## src/rtl/ivmap_pkg.sv

```systemverilog
// shared constants, types and address function for the interrupt vector map
package ivmap_pkg;

   localparam int VEC_W = 6;
   localparam int ADDR_W = 16;
   localparam int NUM_IRQ = 34;
   localparam int MAX_IRQ = 62;
   localparam int EXT_PIN_COUNT = 8;

   localparam logic [VEC_W-1:0] RESET_VEC = 6'h01;
   localparam logic [VEC_W-1:0] FIRST_IRQ_VEC = 6'h02;
   localparam logic [VEC_W-1:0] LAST_IRQ_VEC = 6'h23;
   localparam logic [VEC_W-1:0] LAST_LEGACY_VEC = 6'h18;
   localparam logic [ADDR_W-1:0] APP_BASE = 16'h0000;

   // bit position of each source in the pending word (vector number minus two)
   localparam int IDX_EXT_PIN0 = 0;
   localparam int IDX_TIMER2_MATCH = 8;
   localparam int IDX_TIMER2_WRAP = 9;
   localparam int IDX_TIMER1_CAPTURE = 10;
   localparam int IDX_TIMER1_MATCH_A = 11;
   localparam int IDX_TIMER1_MATCH_B = 12;
   localparam int IDX_TIMER1_WRAP = 13;
   localparam int IDX_TIMER0_MATCH = 14;
   localparam int IDX_TIMER0_WRAP = 15;
   localparam int IDX_SPI_DONE = 16;
   localparam int IDX_SERIAL0_RX_DONE = 17;
   localparam int IDX_SERIAL0_TX_HOLDING_EMPTY = 18;
   localparam int IDX_SERIAL0_TX_DONE = 19;
   localparam int IDX_CONVERTER_DONE = 20;
   localparam int IDX_EEPROM_IDLE = 21;
   localparam int IDX_COMPARATOR = 22;
   localparam int IDX_TIMER1_MATCH_C = 23;
   localparam int IDX_TIMER3_CAPTURE = 24;
   localparam int IDX_TIMER3_MATCH_A = 25;
   localparam int IDX_TIMER3_MATCH_B = 26;
   localparam int IDX_TIMER3_MATCH_C = 27;
   localparam int IDX_TIMER3_WRAP = 28;
   localparam int IDX_SERIAL1_RX_DONE = 29;
   localparam int IDX_SERIAL1_TX_HOLDING_EMPTY = 30;
   localparam int IDX_SERIAL1_TX_DONE = 31;
   localparam int IDX_TWO_WIRE = 32;
   localparam int IDX_SELF_PROGRAM_IDLE = 33;

   typedef enum logic [1:0] {
      ST_HOLD = 2'b00,
      ST_BOOT = 2'b01,
      ST_IDLE = 2'b10,
      ST_BUSY = 2'b11
   } vmap_state_t;

   // two program words per vector slot, counted from the selected base
   function automatic logic [ADDR_W-1:0] vec_addr(input logic [VEC_W-1:0] num, input logic [ADDR_W-1:0] base);
      logic [VEC_W-1:0] idx;
      idx = num - RESET_VEC;
      return base + {{(ADDR_W-VEC_W-1){1'b0}}, idx, 1'b0};
   endfunction

   // slots above the legacy table vanish in compatibility mode
   function automatic logic vec_is_extended(input logic [VEC_W-1:0] num);
      return num > LAST_LEGACY_VEC;
   endfunction

endpackage

```

## src/rtl/vec_path_if.sv

```systemverilog
// pending word, chosen vector and address between the map's own modules
interface vec_path_if #(parameter int N = ivmap_pkg::NUM_IRQ);
   logic [N-1:0] pending;
   logic hit;
   logic [ivmap_pkg::VEC_W-1:0] num;
   logic [ivmap_pkg::ADDR_W-1:0] base;
   logic [ivmap_pkg::ADDR_W-1:0] addr;
   modport enc(input pending, output hit, output num);
   modport calc(input num, input base, output addr);
   modport ctl(output pending, output base, input hit, input num, input addr);
endinterface

```

## src/rtl/vec_address_calc.sv

```systemverilog
// turns a vector number and a base into a program word address
module vec_address_calc (
   vec_path_if.calc path
);
   import ivmap_pkg::*;

   assign path.addr = vec_addr(path.num, path.base); // [RULE16]

endmodule

```

## src/rtl/vec_priority_pick.sv

```systemverilog
// picks the lowest-numbered pending source and reports its vector number
module vec_priority_pick #(
   parameter int N = ivmap_pkg::NUM_IRQ
) (
   vec_path_if.enc path
);
   import ivmap_pkg::*;

   generate
      if (N < 1 || N > MAX_IRQ) begin : g_bad_count
         $error("vec_priority_pick: source count out of range");
      end
   endgenerate

   // scan from the top so the lowest index is the last to win
   always_comb begin
      path.hit = 1'b0;
      path.num = RESET_VEC;
      for (int i = N - 1; i >= 0; i--) begin
         if (path.pending[i]) begin
            path.hit = 1'b1;
            path.num = FIRST_IRQ_VEC + VEC_W'(i);
         end
      end
   end

endmodule

```

## src/rtl/vector_map.sv

```systemverilog
// reset and interrupt vector map with program counter load toward the core
//
// Contract
// RULE1 - every reset cause loads vector 1 at program address 0x0000
// RULE2 - external pin requests 0 to 7 use vectors 2 to 9, 0x0002 to 0x0010
// RULE3 - timer2 match 0x0012, timer2 wrap 0x0014, timer1 capture 0x0016, match a 0x0018
// RULE4 - timer1 match b 0x001A, timer1 wrap 0x001C, timer0 match 0x001E, wrap 0x0020
// RULE5 - spi transfer done 0x0022, serial unit 0 receive done 0x0024
// RULE6 - serial 0 holding empty 0x0026, sent 0x0028, converter 0x002A, eeprom 0x002C, comparator 0x002E
// RULE7 - timer1 match c uses vector 25 at 0x0030
// RULE8 - timer3 capture 0x0032, timer3 match a 0x0034
// RULE9 - timer3 match b uses vector 28 at 0x0036
// RULE10 - timer3 match c 0x0038, timer3 wrap 0x003A, serial 1 receive done 0x003C
// RULE11 - serial 1 holding empty 0x003E, sent 0x0040, two-wire 0x0042
// RULE12 - self-program idle uses last vector 35 at 0x0044
// RULE13 - programmed boot reset fuse moves the reset vector to the boot start
// RULE14 - base select set moves every interrupt vector up by the boot start
// RULE15 - legacy mode removes vectors 0x0030 to 0x0044 entirely
// RULE16 - address equals base plus two times vector number minus one
module vector_map #(
   parameter int N = ivmap_pkg::NUM_IRQ
) (
   input logic clk,
   input logic sys_rst,
   input logic ce,
   input logic reset_pin_n,
   input logic power_on_reset,
   input logic brown_out_reset,
   input logic watchdog_reset,
   input logic boot_reset_fuse,
   input logic legacy_mode_fuse,
   input logic [ivmap_pkg::ADDR_W-1:0] boot_start_addr,
   input logic vector_base_select,
   input logic [ivmap_pkg::EXT_PIN_COUNT-1:0] ext_pin_request,
   input logic timer2_match_request,
   input logic timer2_wrap_request,
   input logic timer1_capture_request,
   input logic timer1_match_a_request,
   input logic timer1_match_b_request,
   input logic timer1_match_c_request,
   input logic timer1_wrap_request,
   input logic timer0_match_request,
   input logic timer0_wrap_request,
   input logic timer3_capture_request,
   input logic timer3_match_a_request,
   input logic timer3_match_b_request,
   input logic timer3_match_c_request,
   input logic timer3_wrap_request,
   input logic spi_done_request,
   input logic serial0_rx_done_request,
   input logic serial0_tx_holding_empty_request,
   input logic serial0_tx_done_request,
   input logic serial1_rx_done_request,
   input logic serial1_tx_holding_empty_request,
   input logic serial1_tx_done_request,
   input logic converter_done_request,
   input logic eeprom_idle_request,
   input logic comparator_request,
   input logic two_wire_request,
   input logic self_program_idle_request,
   input logic core_irq_enable,
   input logic core_handler_done,
   output logic pc_load,
   output logic [ivmap_pkg::ADDR_W-1:0] pc_addr,
   output logic [ivmap_pkg::VEC_W-1:0] vec_num,
   output logic in_reset,
   output logic irq_pending,
   output logic in_service
);
   import ivmap_pkg::*;

   generate
      if (N != NUM_IRQ) begin : g_bad_count
         $error("vector_map: source wiring covers exactly the documented source count");
      end
   endgenerate

   // ---------------------------------------------------------------------------------------------
   // pin synchronisers: external requests and the reset pin arrive from outside the clock domain
   // ---------------------------------------------------------------------------------------------
   logic [EXT_PIN_COUNT:0] sync1_ff;
   logic [EXT_PIN_COUNT:0] sync2_ff;
   logic [EXT_PIN_COUNT:0] nxt_sync1;
   logic [EXT_PIN_COUNT:0] nxt_sync2;

   always_comb begin
      nxt_sync1 = {reset_pin_n, ext_pin_request};
      nxt_sync2 = sync1_ff;
   end

   // reset pin idles high in the chain so a released reset is not seen as a new one
   always_ff @(posedge clk) begin
      if (sys_rst) begin
         sync1_ff <= {1'b1, {EXT_PIN_COUNT{1'b0}}};
         sync2_ff <= {1'b1, {EXT_PIN_COUNT{1'b0}}};
      end else if (ce) begin
         sync1_ff <= nxt_sync1;
         sync2_ff <= nxt_sync2;
      end
   end

   logic [EXT_PIN_COUNT-1:0] ext_pin_sync;
   logic reset_pin_sync_n;
   logic any_reset;

   assign ext_pin_sync = sync2_ff[EXT_PIN_COUNT-1:0];
   assign reset_pin_sync_n = sync2_ff[EXT_PIN_COUNT];
   // all four causes share one vector, so they merge before the sequencer
   assign any_reset = ~reset_pin_sync_n | power_on_reset | brown_out_reset | watchdog_reset; // [RULE1]

   // ---------------------------------------------------------------------------------------------
   // gather the sources into one pending word, ordered by vector number
   // ---------------------------------------------------------------------------------------------
   logic [N-1:0] raw_req;

   always_comb begin
      raw_req = '0;
      raw_req[IDX_EXT_PIN0 +: EXT_PIN_COUNT] = ext_pin_sync; // [RULE2]
      raw_req[IDX_TIMER2_MATCH] = timer2_match_request; // [RULE3]
      raw_req[IDX_TIMER2_WRAP] = timer2_wrap_request; // [RULE3]
      raw_req[IDX_TIMER1_CAPTURE] = timer1_capture_request; // [RULE3]
      raw_req[IDX_TIMER1_MATCH_A] = timer1_match_a_request; // [RULE3]
      raw_req[IDX_TIMER1_MATCH_B] = timer1_match_b_request; // [RULE4]
      raw_req[IDX_TIMER1_WRAP] = timer1_wrap_request; // [RULE4]
      raw_req[IDX_TIMER0_MATCH] = timer0_match_request; // [RULE4]
      raw_req[IDX_TIMER0_WRAP] = timer0_wrap_request; // [RULE4]
      raw_req[IDX_SPI_DONE] = spi_done_request; // [RULE5]
      raw_req[IDX_SERIAL0_RX_DONE] = serial0_rx_done_request; // [RULE5]
      raw_req[IDX_SERIAL0_TX_HOLDING_EMPTY] = serial0_tx_holding_empty_request; // [RULE6]
      raw_req[IDX_SERIAL0_TX_DONE] = serial0_tx_done_request; // [RULE6]
      raw_req[IDX_CONVERTER_DONE] = converter_done_request; // [RULE6]
      raw_req[IDX_EEPROM_IDLE] = eeprom_idle_request; // [RULE6]
      raw_req[IDX_COMPARATOR] = comparator_request; // [RULE6]
      raw_req[IDX_TIMER1_MATCH_C] = timer1_match_c_request; // [RULE7]
      raw_req[IDX_TIMER3_CAPTURE] = timer3_capture_request; // [RULE8]
      raw_req[IDX_TIMER3_MATCH_A] = timer3_match_a_request; // [RULE8]
      raw_req[IDX_TIMER3_MATCH_B] = timer3_match_b_request; // [RULE9]
      raw_req[IDX_TIMER3_MATCH_C] = timer3_match_c_request; // [RULE10]
      raw_req[IDX_TIMER3_WRAP] = timer3_wrap_request; // [RULE10]
      raw_req[IDX_SERIAL1_RX_DONE] = serial1_rx_done_request; // [RULE10]
      raw_req[IDX_SERIAL1_TX_HOLDING_EMPTY] = serial1_tx_holding_empty_request; // [RULE11]
      raw_req[IDX_SERIAL1_TX_DONE] = serial1_tx_done_request; // [RULE11]
      raw_req[IDX_TWO_WIRE] = two_wire_request; // [RULE11]
      raw_req[IDX_SELF_PROGRAM_IDLE] = self_program_idle_request; // [RULE12]
   end

   // ---------------------------------------------------------------------------------------------
   // straps, caught once per reset release and held until the next reset
   // ---------------------------------------------------------------------------------------------
   logic boot_fuse_ff;
   logic legacy_ff;
   logic [ADDR_W-1:0] boot_start_ff;
   logic nxt_boot_fuse;
   logic nxt_legacy;
   logic [ADDR_W-1:0] nxt_boot_start;

   vmap_state_t state_ff;
   vmap_state_t nxt_state;

   always_comb begin
      nxt_boot_fuse = boot_fuse_ff;
      nxt_legacy = legacy_ff;
      nxt_boot_start = boot_start_ff;
      if (state_ff == ST_HOLD && !any_reset) begin
         nxt_boot_fuse = boot_reset_fuse;
         nxt_legacy = legacy_mode_fuse;
         nxt_boot_start = boot_start_addr;
      end
   end

   // unprogrammed fuse reads as one, so the reset value keeps the application reset vector
   always_ff @(posedge clk) begin
      if (sys_rst) begin
         boot_fuse_ff <= 1'b1;
         legacy_ff <= 1'b0;
         boot_start_ff <= APP_BASE;
      end else if (ce) begin
         boot_fuse_ff <= nxt_boot_fuse;
         legacy_ff <= nxt_legacy;
         boot_start_ff <= nxt_boot_start;
      end
   end

   // ---------------------------------------------------------------------------------------------
   // selection path: mask, pick the winner, form its address
   // ---------------------------------------------------------------------------------------------
   vec_path_if #(.N(N)) path ();

   genvar g;
   generate
      for (g = 0; g < N; g++) begin : g_mask
         // masked rather than renumbered, so a legacy build never lands on a missing slot
         assign path.pending[g] = raw_req[g] & ~(legacy_ff & vec_is_extended(FIRST_IRQ_VEC + VEC_W'(g))); // [RULE15]
      end
   endgenerate

   // base select is a live control level, so a change applies to the next acceptance
   assign path.base = vector_base_select ? boot_start_ff : APP_BASE; // [RULE14]

   vec_priority_pick #(
      .N(N)
   ) u_pick (
      .path(path)
   );

   vec_address_calc u_calc (
      .path(path)
   );

   logic [ADDR_W-1:0] reset_addr;
   assign reset_addr = vec_addr(RESET_VEC, boot_fuse_ff ? APP_BASE : boot_start_ff); // [RULE13]

   // ---------------------------------------------------------------------------------------------
   // sequencer and registered outputs toward the core
   // ---------------------------------------------------------------------------------------------
   logic pc_load_ff;
   logic [ADDR_W-1:0] pc_addr_ff;
   logic [VEC_W-1:0] vec_num_ff;
   logic in_reset_ff;
   logic irq_pending_ff;
   logic in_service_ff;
   logic nxt_pc_load;
   logic [ADDR_W-1:0] nxt_pc_addr;
   logic [VEC_W-1:0] nxt_vec_num;
   logic nxt_in_reset;
   logic nxt_irq_pending;
   logic nxt_in_service;

   always_comb begin
      nxt_state = state_ff;
      nxt_pc_load = 1'b0;
      nxt_pc_addr = pc_addr_ff;
      nxt_vec_num = vec_num_ff;
      nxt_in_reset = in_reset_ff;
      nxt_in_service = in_service_ff;
      nxt_irq_pending = 1'b0;
      if (any_reset) begin
         // a reset cause aborts any handler in progress and waits for release
         nxt_state = ST_HOLD;
         nxt_in_reset = 1'b1;
         nxt_in_service = 1'b0;
      end else begin
         unique case (state_ff)
            ST_HOLD: begin
               nxt_state = ST_BOOT;
            end
            ST_BOOT: begin
               nxt_pc_load = 1'b1;
               nxt_pc_addr = reset_addr; // [RULE1]
               nxt_vec_num = RESET_VEC; // [RULE1]
               nxt_in_reset = 1'b0;
               nxt_state = ST_IDLE;
            end
            ST_IDLE: begin
               nxt_irq_pending = path.hit;
               if (path.hit && core_irq_enable) begin
                  nxt_pc_load = 1'b1;
                  nxt_pc_addr = path.addr; // [RULE16]
                  nxt_vec_num = path.num;
                  nxt_in_service = 1'b1;
                  nxt_state = ST_BUSY;
               end
            end
            ST_BUSY: begin
               // no nesting: further requests wait until the handler reports done
               nxt_irq_pending = path.hit;
               if (core_handler_done) begin
                  nxt_in_service = 1'b0;
                  nxt_state = ST_IDLE;
               end
            end
         endcase
      end
   end

   always_ff @(posedge clk) begin
      if (sys_rst) begin
         state_ff <= ST_HOLD;
         pc_load_ff <= 1'b0;
         pc_addr_ff <= APP_BASE;
         vec_num_ff <= RESET_VEC;
         in_reset_ff <= 1'b1;
         irq_pending_ff <= 1'b0;
         in_service_ff <= 1'b0;
      end else if (ce) begin
         state_ff <= nxt_state;
         pc_load_ff <= nxt_pc_load;
         pc_addr_ff <= nxt_pc_addr;
         vec_num_ff <= nxt_vec_num;
         in_reset_ff <= nxt_in_reset;
         irq_pending_ff <= nxt_irq_pending;
         in_service_ff <= nxt_in_service;
      end
   end

   assign pc_load = pc_load_ff;
   assign pc_addr = pc_addr_ff;
   assign vec_num = vec_num_ff;
   assign in_reset = in_reset_ff;
   assign irq_pending = irq_pending_ff;
   assign in_service = in_service_ff;

endmodule
```

## config.mk

```make
export PLATFORM = sky130hd
export DESIGN_NAME = vector_map
export DESIGN_NICKNAME = d
export VERILOG_FILES = /design/src/rtl/ivmap_pkg.sv /design/src/rtl/vec_path_if.sv /design/src/rtl/vec_address_calc.sv /design/src/rtl/vec_priority_pick.sv /design/src/rtl/vector_map.sv
export SDC_FILE = /design/constraint.sdc
export NUM_CORES = 1
export LEC_CHECK = 0
export BUFFER_PORTS_ARGS = -buffer_cell sky130_fd_sc_hd__clkbuf_2
export CORE_MARGIN = 2
export CORE_UTILIZATION = 55
export DETAILED_ROUTE_END_ITERATION = 10
export PLACE_DENSITY = 0.85
export REMOVE_ABC_BUFFERS = 1
export SYNTH_ARGS = -nofsm -noshare
export SYNTH_HDL_FRONTEND = slang
export SYNTH_SLANG_ARGS = --single-unit
export TNS_END_PERCENT = 10
```

## constraint.sdc

```tcl
create_clock -name clk -period 9.14 [get_ports clk]
set_clock_uncertainty 0.05 [all_clocks]
set_input_delay 1.828 -clock clk [delete_from_list [all_inputs] [get_ports clk]]
set_output_delay 1.828 -clock clk [all_outputs]
set_load 0.02 [all_outputs]
```

# Yosys cells after proc, flatten, opt, wreduce, memory -nomap -nowiden
# Index checks and enable logic that the tools add are counted.
op_classes:
  n_addsub: 2
  n_eq_ne: 6
  n_mux: 89
  n_bitwise: 17
  n_reduce_logical: 13
ops:
  columns: ["cell", "count"]
  rows:
  - ["two-way mux 6 bit", 35]
  - ["two-way mux 16 bit", 3]
  - ["two-way mux 1 bit", 43]
  - ["case mux 16 bit (2 select lines)", 1]
  - ["adder 16 x 7 -> 16 bit", 1]
  - ["case mux 6 bit (2 select lines)", 1]
  - ["AND 1 bit", 11]
  - ["case mux 2 bit (4 select lines)", 1]
  - ["AND reduction 4 bit", 2]
  - ["two-way mux 2 bit", 3]
  - ["!= test 3 bit (second input constant)", 2]
  - ["subtractor 6 x 1 -> 6 bit (second input constant)", 1]
  - ["equality test 2 bit (second input constant)", 2]
  - ["case mux 1 bit (2 select lines)", 2]
  - ["AND reduction 2 bit", 2]
  - ["nonzero test 2 bit", 2]
  - ["inverter 1 bit", 3]
  - ["bitwise OR 1 bit", 3]
  - ["AND reduction 3 bit", 1]
  - ["nonzero test 3 bit", 1]
  - ["equality test 2 x 1 -> 1 bit (second input constant)", 1]
  - ["logical AND 1 bit", 2]
  - ["logical NOT 2 bit", 1]
  - ["!= test 2 bit (second input constant)", 1]
  - ["other kinds (2)", 2]
totals:
  reg_bits: 64
  elab_cells: 139

# Depth between registers and ports, before layout
logic_depth:
  ltp_word: 40
  depth_mapped: 16
  ltp_nobuf: 16

# Hierarchy
# A second synthesis with hierarchy kept.
unflattened:
  cells_unflattened: 461
  area_unflattened_um2: 3833.7
by_module_without_submodules:
  columns: ["mod", "n_inst", "cells_each", "area_each_um2"]
  rows:
  - ["vector_map", 1, 324, 2924.1]
  - ["vec_address_calc", 1, 66, 499.2]
  - ["vec_priority_pick", 1, 71, 410.4]

# Worst setup path after synthesis
# Ideal clock, no wire load.
synth_timing:
  kind: "input to register"
  start: "input serial0_tx_done_request"
  end: "register pc_addr_ff[15] (netlist: pc_addr[15])"
  setup_ps: 91
  arrival_ps: 5147
  t_required_ps: 8999
  slack_ps: 3852
  path_stages: 16
  cell_sequence: "nor2_1 -> nand2_1 -> a2111oi_0 -> a2111oi_0 -> o41ai_1 -> ha_1 -> nor2b_1 -> mux2i_1 -> ha_1 -> o21ai_0 -> o21bai_1 -> a21o_1 -> nor2b_1 -> nand2_1 -> or4_1 -> a311oi_1"
synth_between:
  elab_chain_cells: 24
  word_cells_on_any_way: 47
synth_rtl:
  columns: ["item", "line", "text"]
  rows:
  - ["start, declared", "vector_map.sv:52", "input logic serial0_tx_done_request,"]
  - ["two-way mux 6 bit (20 in a row)", "vec_priority_pick.sv:20", "if (path.pending[i]) begin"]
  - ["subtractor 6 x 1 -> 6 bit", "ivmap_pkg.sv:55", "idx = num - RESET_VEC;"]
  - ["adder 16 x 7 -> 16 bit", "ivmap_pkg.sv:56", "return base + {{(ADDR_W-VEC_W-1){1'b0}}, idx, 1'b0};"]
  - ["two-way mux 16 bit", "vector_map.sv:256", "if (path.hit && core_irq_enable) begin"]
  - ["case mux 16 bit (2 select lines)", "vector_map.sv:243", "unique case (state_ff)"]
  - ["end signal, assigned", "vector_map.sv:288", "pc_addr_ff <= nxt_pc_addr;"]
  - ["end, declared", "vector_map.sv:217", "logic [ADDR_W-1:0] pc_addr_ff;"]
# Several ways; a longest one is shown, not always the timed one. The select of a mux whose other input is x is not followed.
# A chain may end at the register's enable or synchronous reset.

# Worst setup path after layout
# Same ends and word-level chain as after synthesis.

==> flow_summary.json <==
{
  "grt_max_degree": 61,
  "cpPeakStageDelay_ns": 0.71,
  "grt_pass1_vias": 3173,
  "min_path_type": "flip-flop to flip-flop",
  "antenna_found_initial": 0,
  "die_height_um": 83.4,
  "ctsHoldBuffers": 0,
  "viasPerCell": 5.84,
  "portBuffers": 87,
  "ir_drop_mv": 0.106,
  "drtAntennaViolNets": 0,
  "leakage_nw": 1.74,
  "synth-seq-area-share_pct": 37.0,
  "overflow": 0,
  "nFillCells": 477,
  "ys_seq_elements": 64,
  "max-slew-margin-rel_pct": 47.9,
  "final_cells": 588,
  "seqCellArea_um2": 1280,
  "power_frac_seq_pct": 47.6,
  "cts_root_buf": "clkbuf_8",
  "wl_per_cell_um": 14.3,
  "rsz0062_at_grt": "false",
  "clockPowerShare_pct": 40.1,
  "cts.htree.levels": 3,
  "first_iter_violations": 165,
  "period_needed_ns": 5.67,
  "synth_top_area_share_pct": 37.0,
  "p_switching_mw": 0.158,
  "cts_setup_buffers": 0,
  "synth-edff-count": 0,
  "p_int_mw": 0.450,
  "worst_pin_slew_ns": 0.782,
  "final_nets": 583,
  "tns_ns": 0,
  "synth_area_leaders": "dfxtp_1 37%, nor2_1 6.6%, nand2_1 6.2%",
  "crit_fanout": 5,
  "crit_chain": "clkbuf_2 -> nor2_1 -> nand2_1 -> a2111oi_0 -> a2111oi_0 -> o41ai_1 -> ha_1 -> nor2b_1 -> mux2i_1 -> ha_1 -> o21ai_0 -> o21bai_1 -> a21o_1 -> nor2b_1 -> nand2_1 -> or4_1 -> a311oi_1",
  "gr-usage-all-layers_pct": 24.0,
  "drv_slew": 0,
  "yosysUniqueCellTypes": 61,
  "dp.cells": 572,
  "period_share_pct": 62.1,
  "rows": 28,
  "crit_required_ns": 9.35,
  "core_area_um2": 5990,
  "p_per_area_nw_per_um2": 147,
  "dr.pass1.iters": 5,
  "final_cell_mix": "87 x clkbuf_2, 64 x dfxtp_1, 61 x nor2_1",
  "p_sw_share_pct": 26.0,
  "hold_viol": 0,
  "multi_input_area_um2": 2040,
  "post-route-drc-count": 0,
  "initial_utilization_pct": 57.9,
  "synth_area_per_cell_um2": 8.08,
  "clockBufferDepth": 2,
  "setup_viol": 0,
  "synth_largest_area_cell": "dfxtp_1",
  "async_reset_ff_share_pct": 0,
  "crit_type": "input pin to flip-flop",
  "dpl.hpwl_um": 6090,
  "max_freq_ghz": 0.176,
  "yosysWarnings": 0,
  "slowest_stage": "o41ai_1",
  "cp.arrival_ns": 5.89,
  "syn_inst": 429,
  "vias": 3431,
  "grt_pass1_wl_um": 13900,
  "pin_count": 88,
  "synth_ff_type": "dfxtp_1",
  "clock_sinks": 64,
  "fp.dieW_um": 83.4,
  "cts_buffers": 9,
  "gp_congestion": 0.874,
  "area_growth_pct": 18.8,
  "cts_tree": "built",
  "drv_cap": 0,
  "post_cts_resized": 0,
  "combPwrFrac_pct": 12.3,
  "antenna_cells": 0,
  "postRouteWirelength_um": 8390,
  "path_clk_slew_ns": 0.07,
  "drive_gt1_share_pct": 22.4,
  "outcome": "completed",
  "clkLatencyLatePin_ns": 0.35,
  "worstSetupEndpointType": "flip-flop",
  "dieArea_um2": 6950,
  "final_common_cell": "clkbuf_2",
  "crit_path_start_kind": "input pin",
  "netlist_area_um2": 3470
}
per-layer routing:
| layer | routed length (um) | up-vias | part of all wire [%] | GRT usage, % |
|---|---|---|---|---|
| li1 | - | 1704 | - | - |
| met1 | 3680 | 1614 | 44 | 29.3 |
| met2 | 4100 | 100 | 49 | 41.6 |
| met3 | 471 | 13 | 5.6 | 5.27 |
| met4 | 136 | 0 | 1.6 | 7.90 |
| met5 | 0 | - | 0 | 0 |
flip-flops by register name (all words and copies together) (netlist names):
register,count
sync2_ff,9
nxt_sync2,9
boot_fuse_ff,1
pc_load,1
irq_pending,1
vec_num,6
in_service,1
in_reset,1
state_ff,2
legacy_ff,1
pc_addr,16
boot_start_ff,16
critical path, delay by kind of cell:
family / cells / cell delay [ns]
compound gates: 7 / 1.96
simple gates: 6 / 1.24
mux: 1 / 0.10
fa+ha+maj: 2 / 0.65
buf+inv: 1 / 0.11
final timing paths:
| check | from | to | slack (ns) | depth (start not counted) |
|---|---|---|---|---|
| setup / recovery | serial0_tx_done_request | pc_addr[15]$_SDFFE_PP0P_ | 3.47 | 17 |
| hold reg to reg | pc_addr[0]$_SDFFE_PP0P_ | pc_addr[0]$_SDFFE_PP0P_ | 0.41 | 2 |
| setup reg to reg | legacy_ff$_SDFFE_PP0P_ | pc_addr[15]$_SDFFE_PP0P_ | 4.73 | 16 |
| hold / removal | pc_addr[0]$_SDFFE_PP0P_ | pc_addr[0]$_SDFFE_PP0P_ | 0.41 | 2 |
cell type report:
type / instances / share of cell area, %
inverters: 15 / 1.37
flip-flops and latches: 64 / 31.1
multi-input cells: 329 / 49.5
clock inverters: 5 / 1.37
clock buffers: 11 / 3.43
repair buffers: 89 / 10.9
well taps: 75 / 2.28
cells in the mapped netlist (7+ instances only):
| cell | number |
|---|---|
| inv_1 | 15 |
| and2_1 | 7 |
| a21oi_1 | 37 |
| ha_1 | 12 |
| dfxtp_1 | 64 |
| nor2_1 | 61 |
| a211oi_1 | 9 |
| clkbuf_1 | 14 |
| o21ai_0 | 19 |
| nand2_1 | 57 |
| mux2i_1 | 19 |
| nand3_1 | 9 |
cell families (layout without fill, tap and decap cells):
family	Yosys count	in the layout	share of synthesized area, %
DFF	64	64	37.0
and+or+nand+nor	176	176	24.4
adders and majority gates	13	13	4.91
AOI/OAI and AO/OA	113	113	21.8
muxes	19	19	5.49
xor gates and xnor gates	8	8	2.02
buffers and inverters	36	120	4.40
power groups by stage:
stage               sequential [mW]  combinational, mW  clock [mW]
global route                  0.290             0.0840       0.259
CTS                           0.289             0.0742       0.245
global placement              0.295             0.0719           0
finish                        0.289             0.0746       0.243
detailed placement            0.295             0.0734           0
floorplan                     0.294             0.0414           0
per-stage QoR:
step	hold slack, ns	instance area (um^2)	setup WS [ns]	util [%]	power [mW]
after floorplan	0.381	3370	3.85	-	0.336
after global placement	0.389	3920	3.34	65.4	0.367
after detailed placement	0.401	3920	3.18	65.4	0.369
after CTS	0.411	4120	3.52	68.7	0.608
after global routing	0.431	4120	3.08	68.7	0.632
final	0.412	4120	3.47	68.7	0.607
Note: power is estimated with default switching activity, not from simulation.
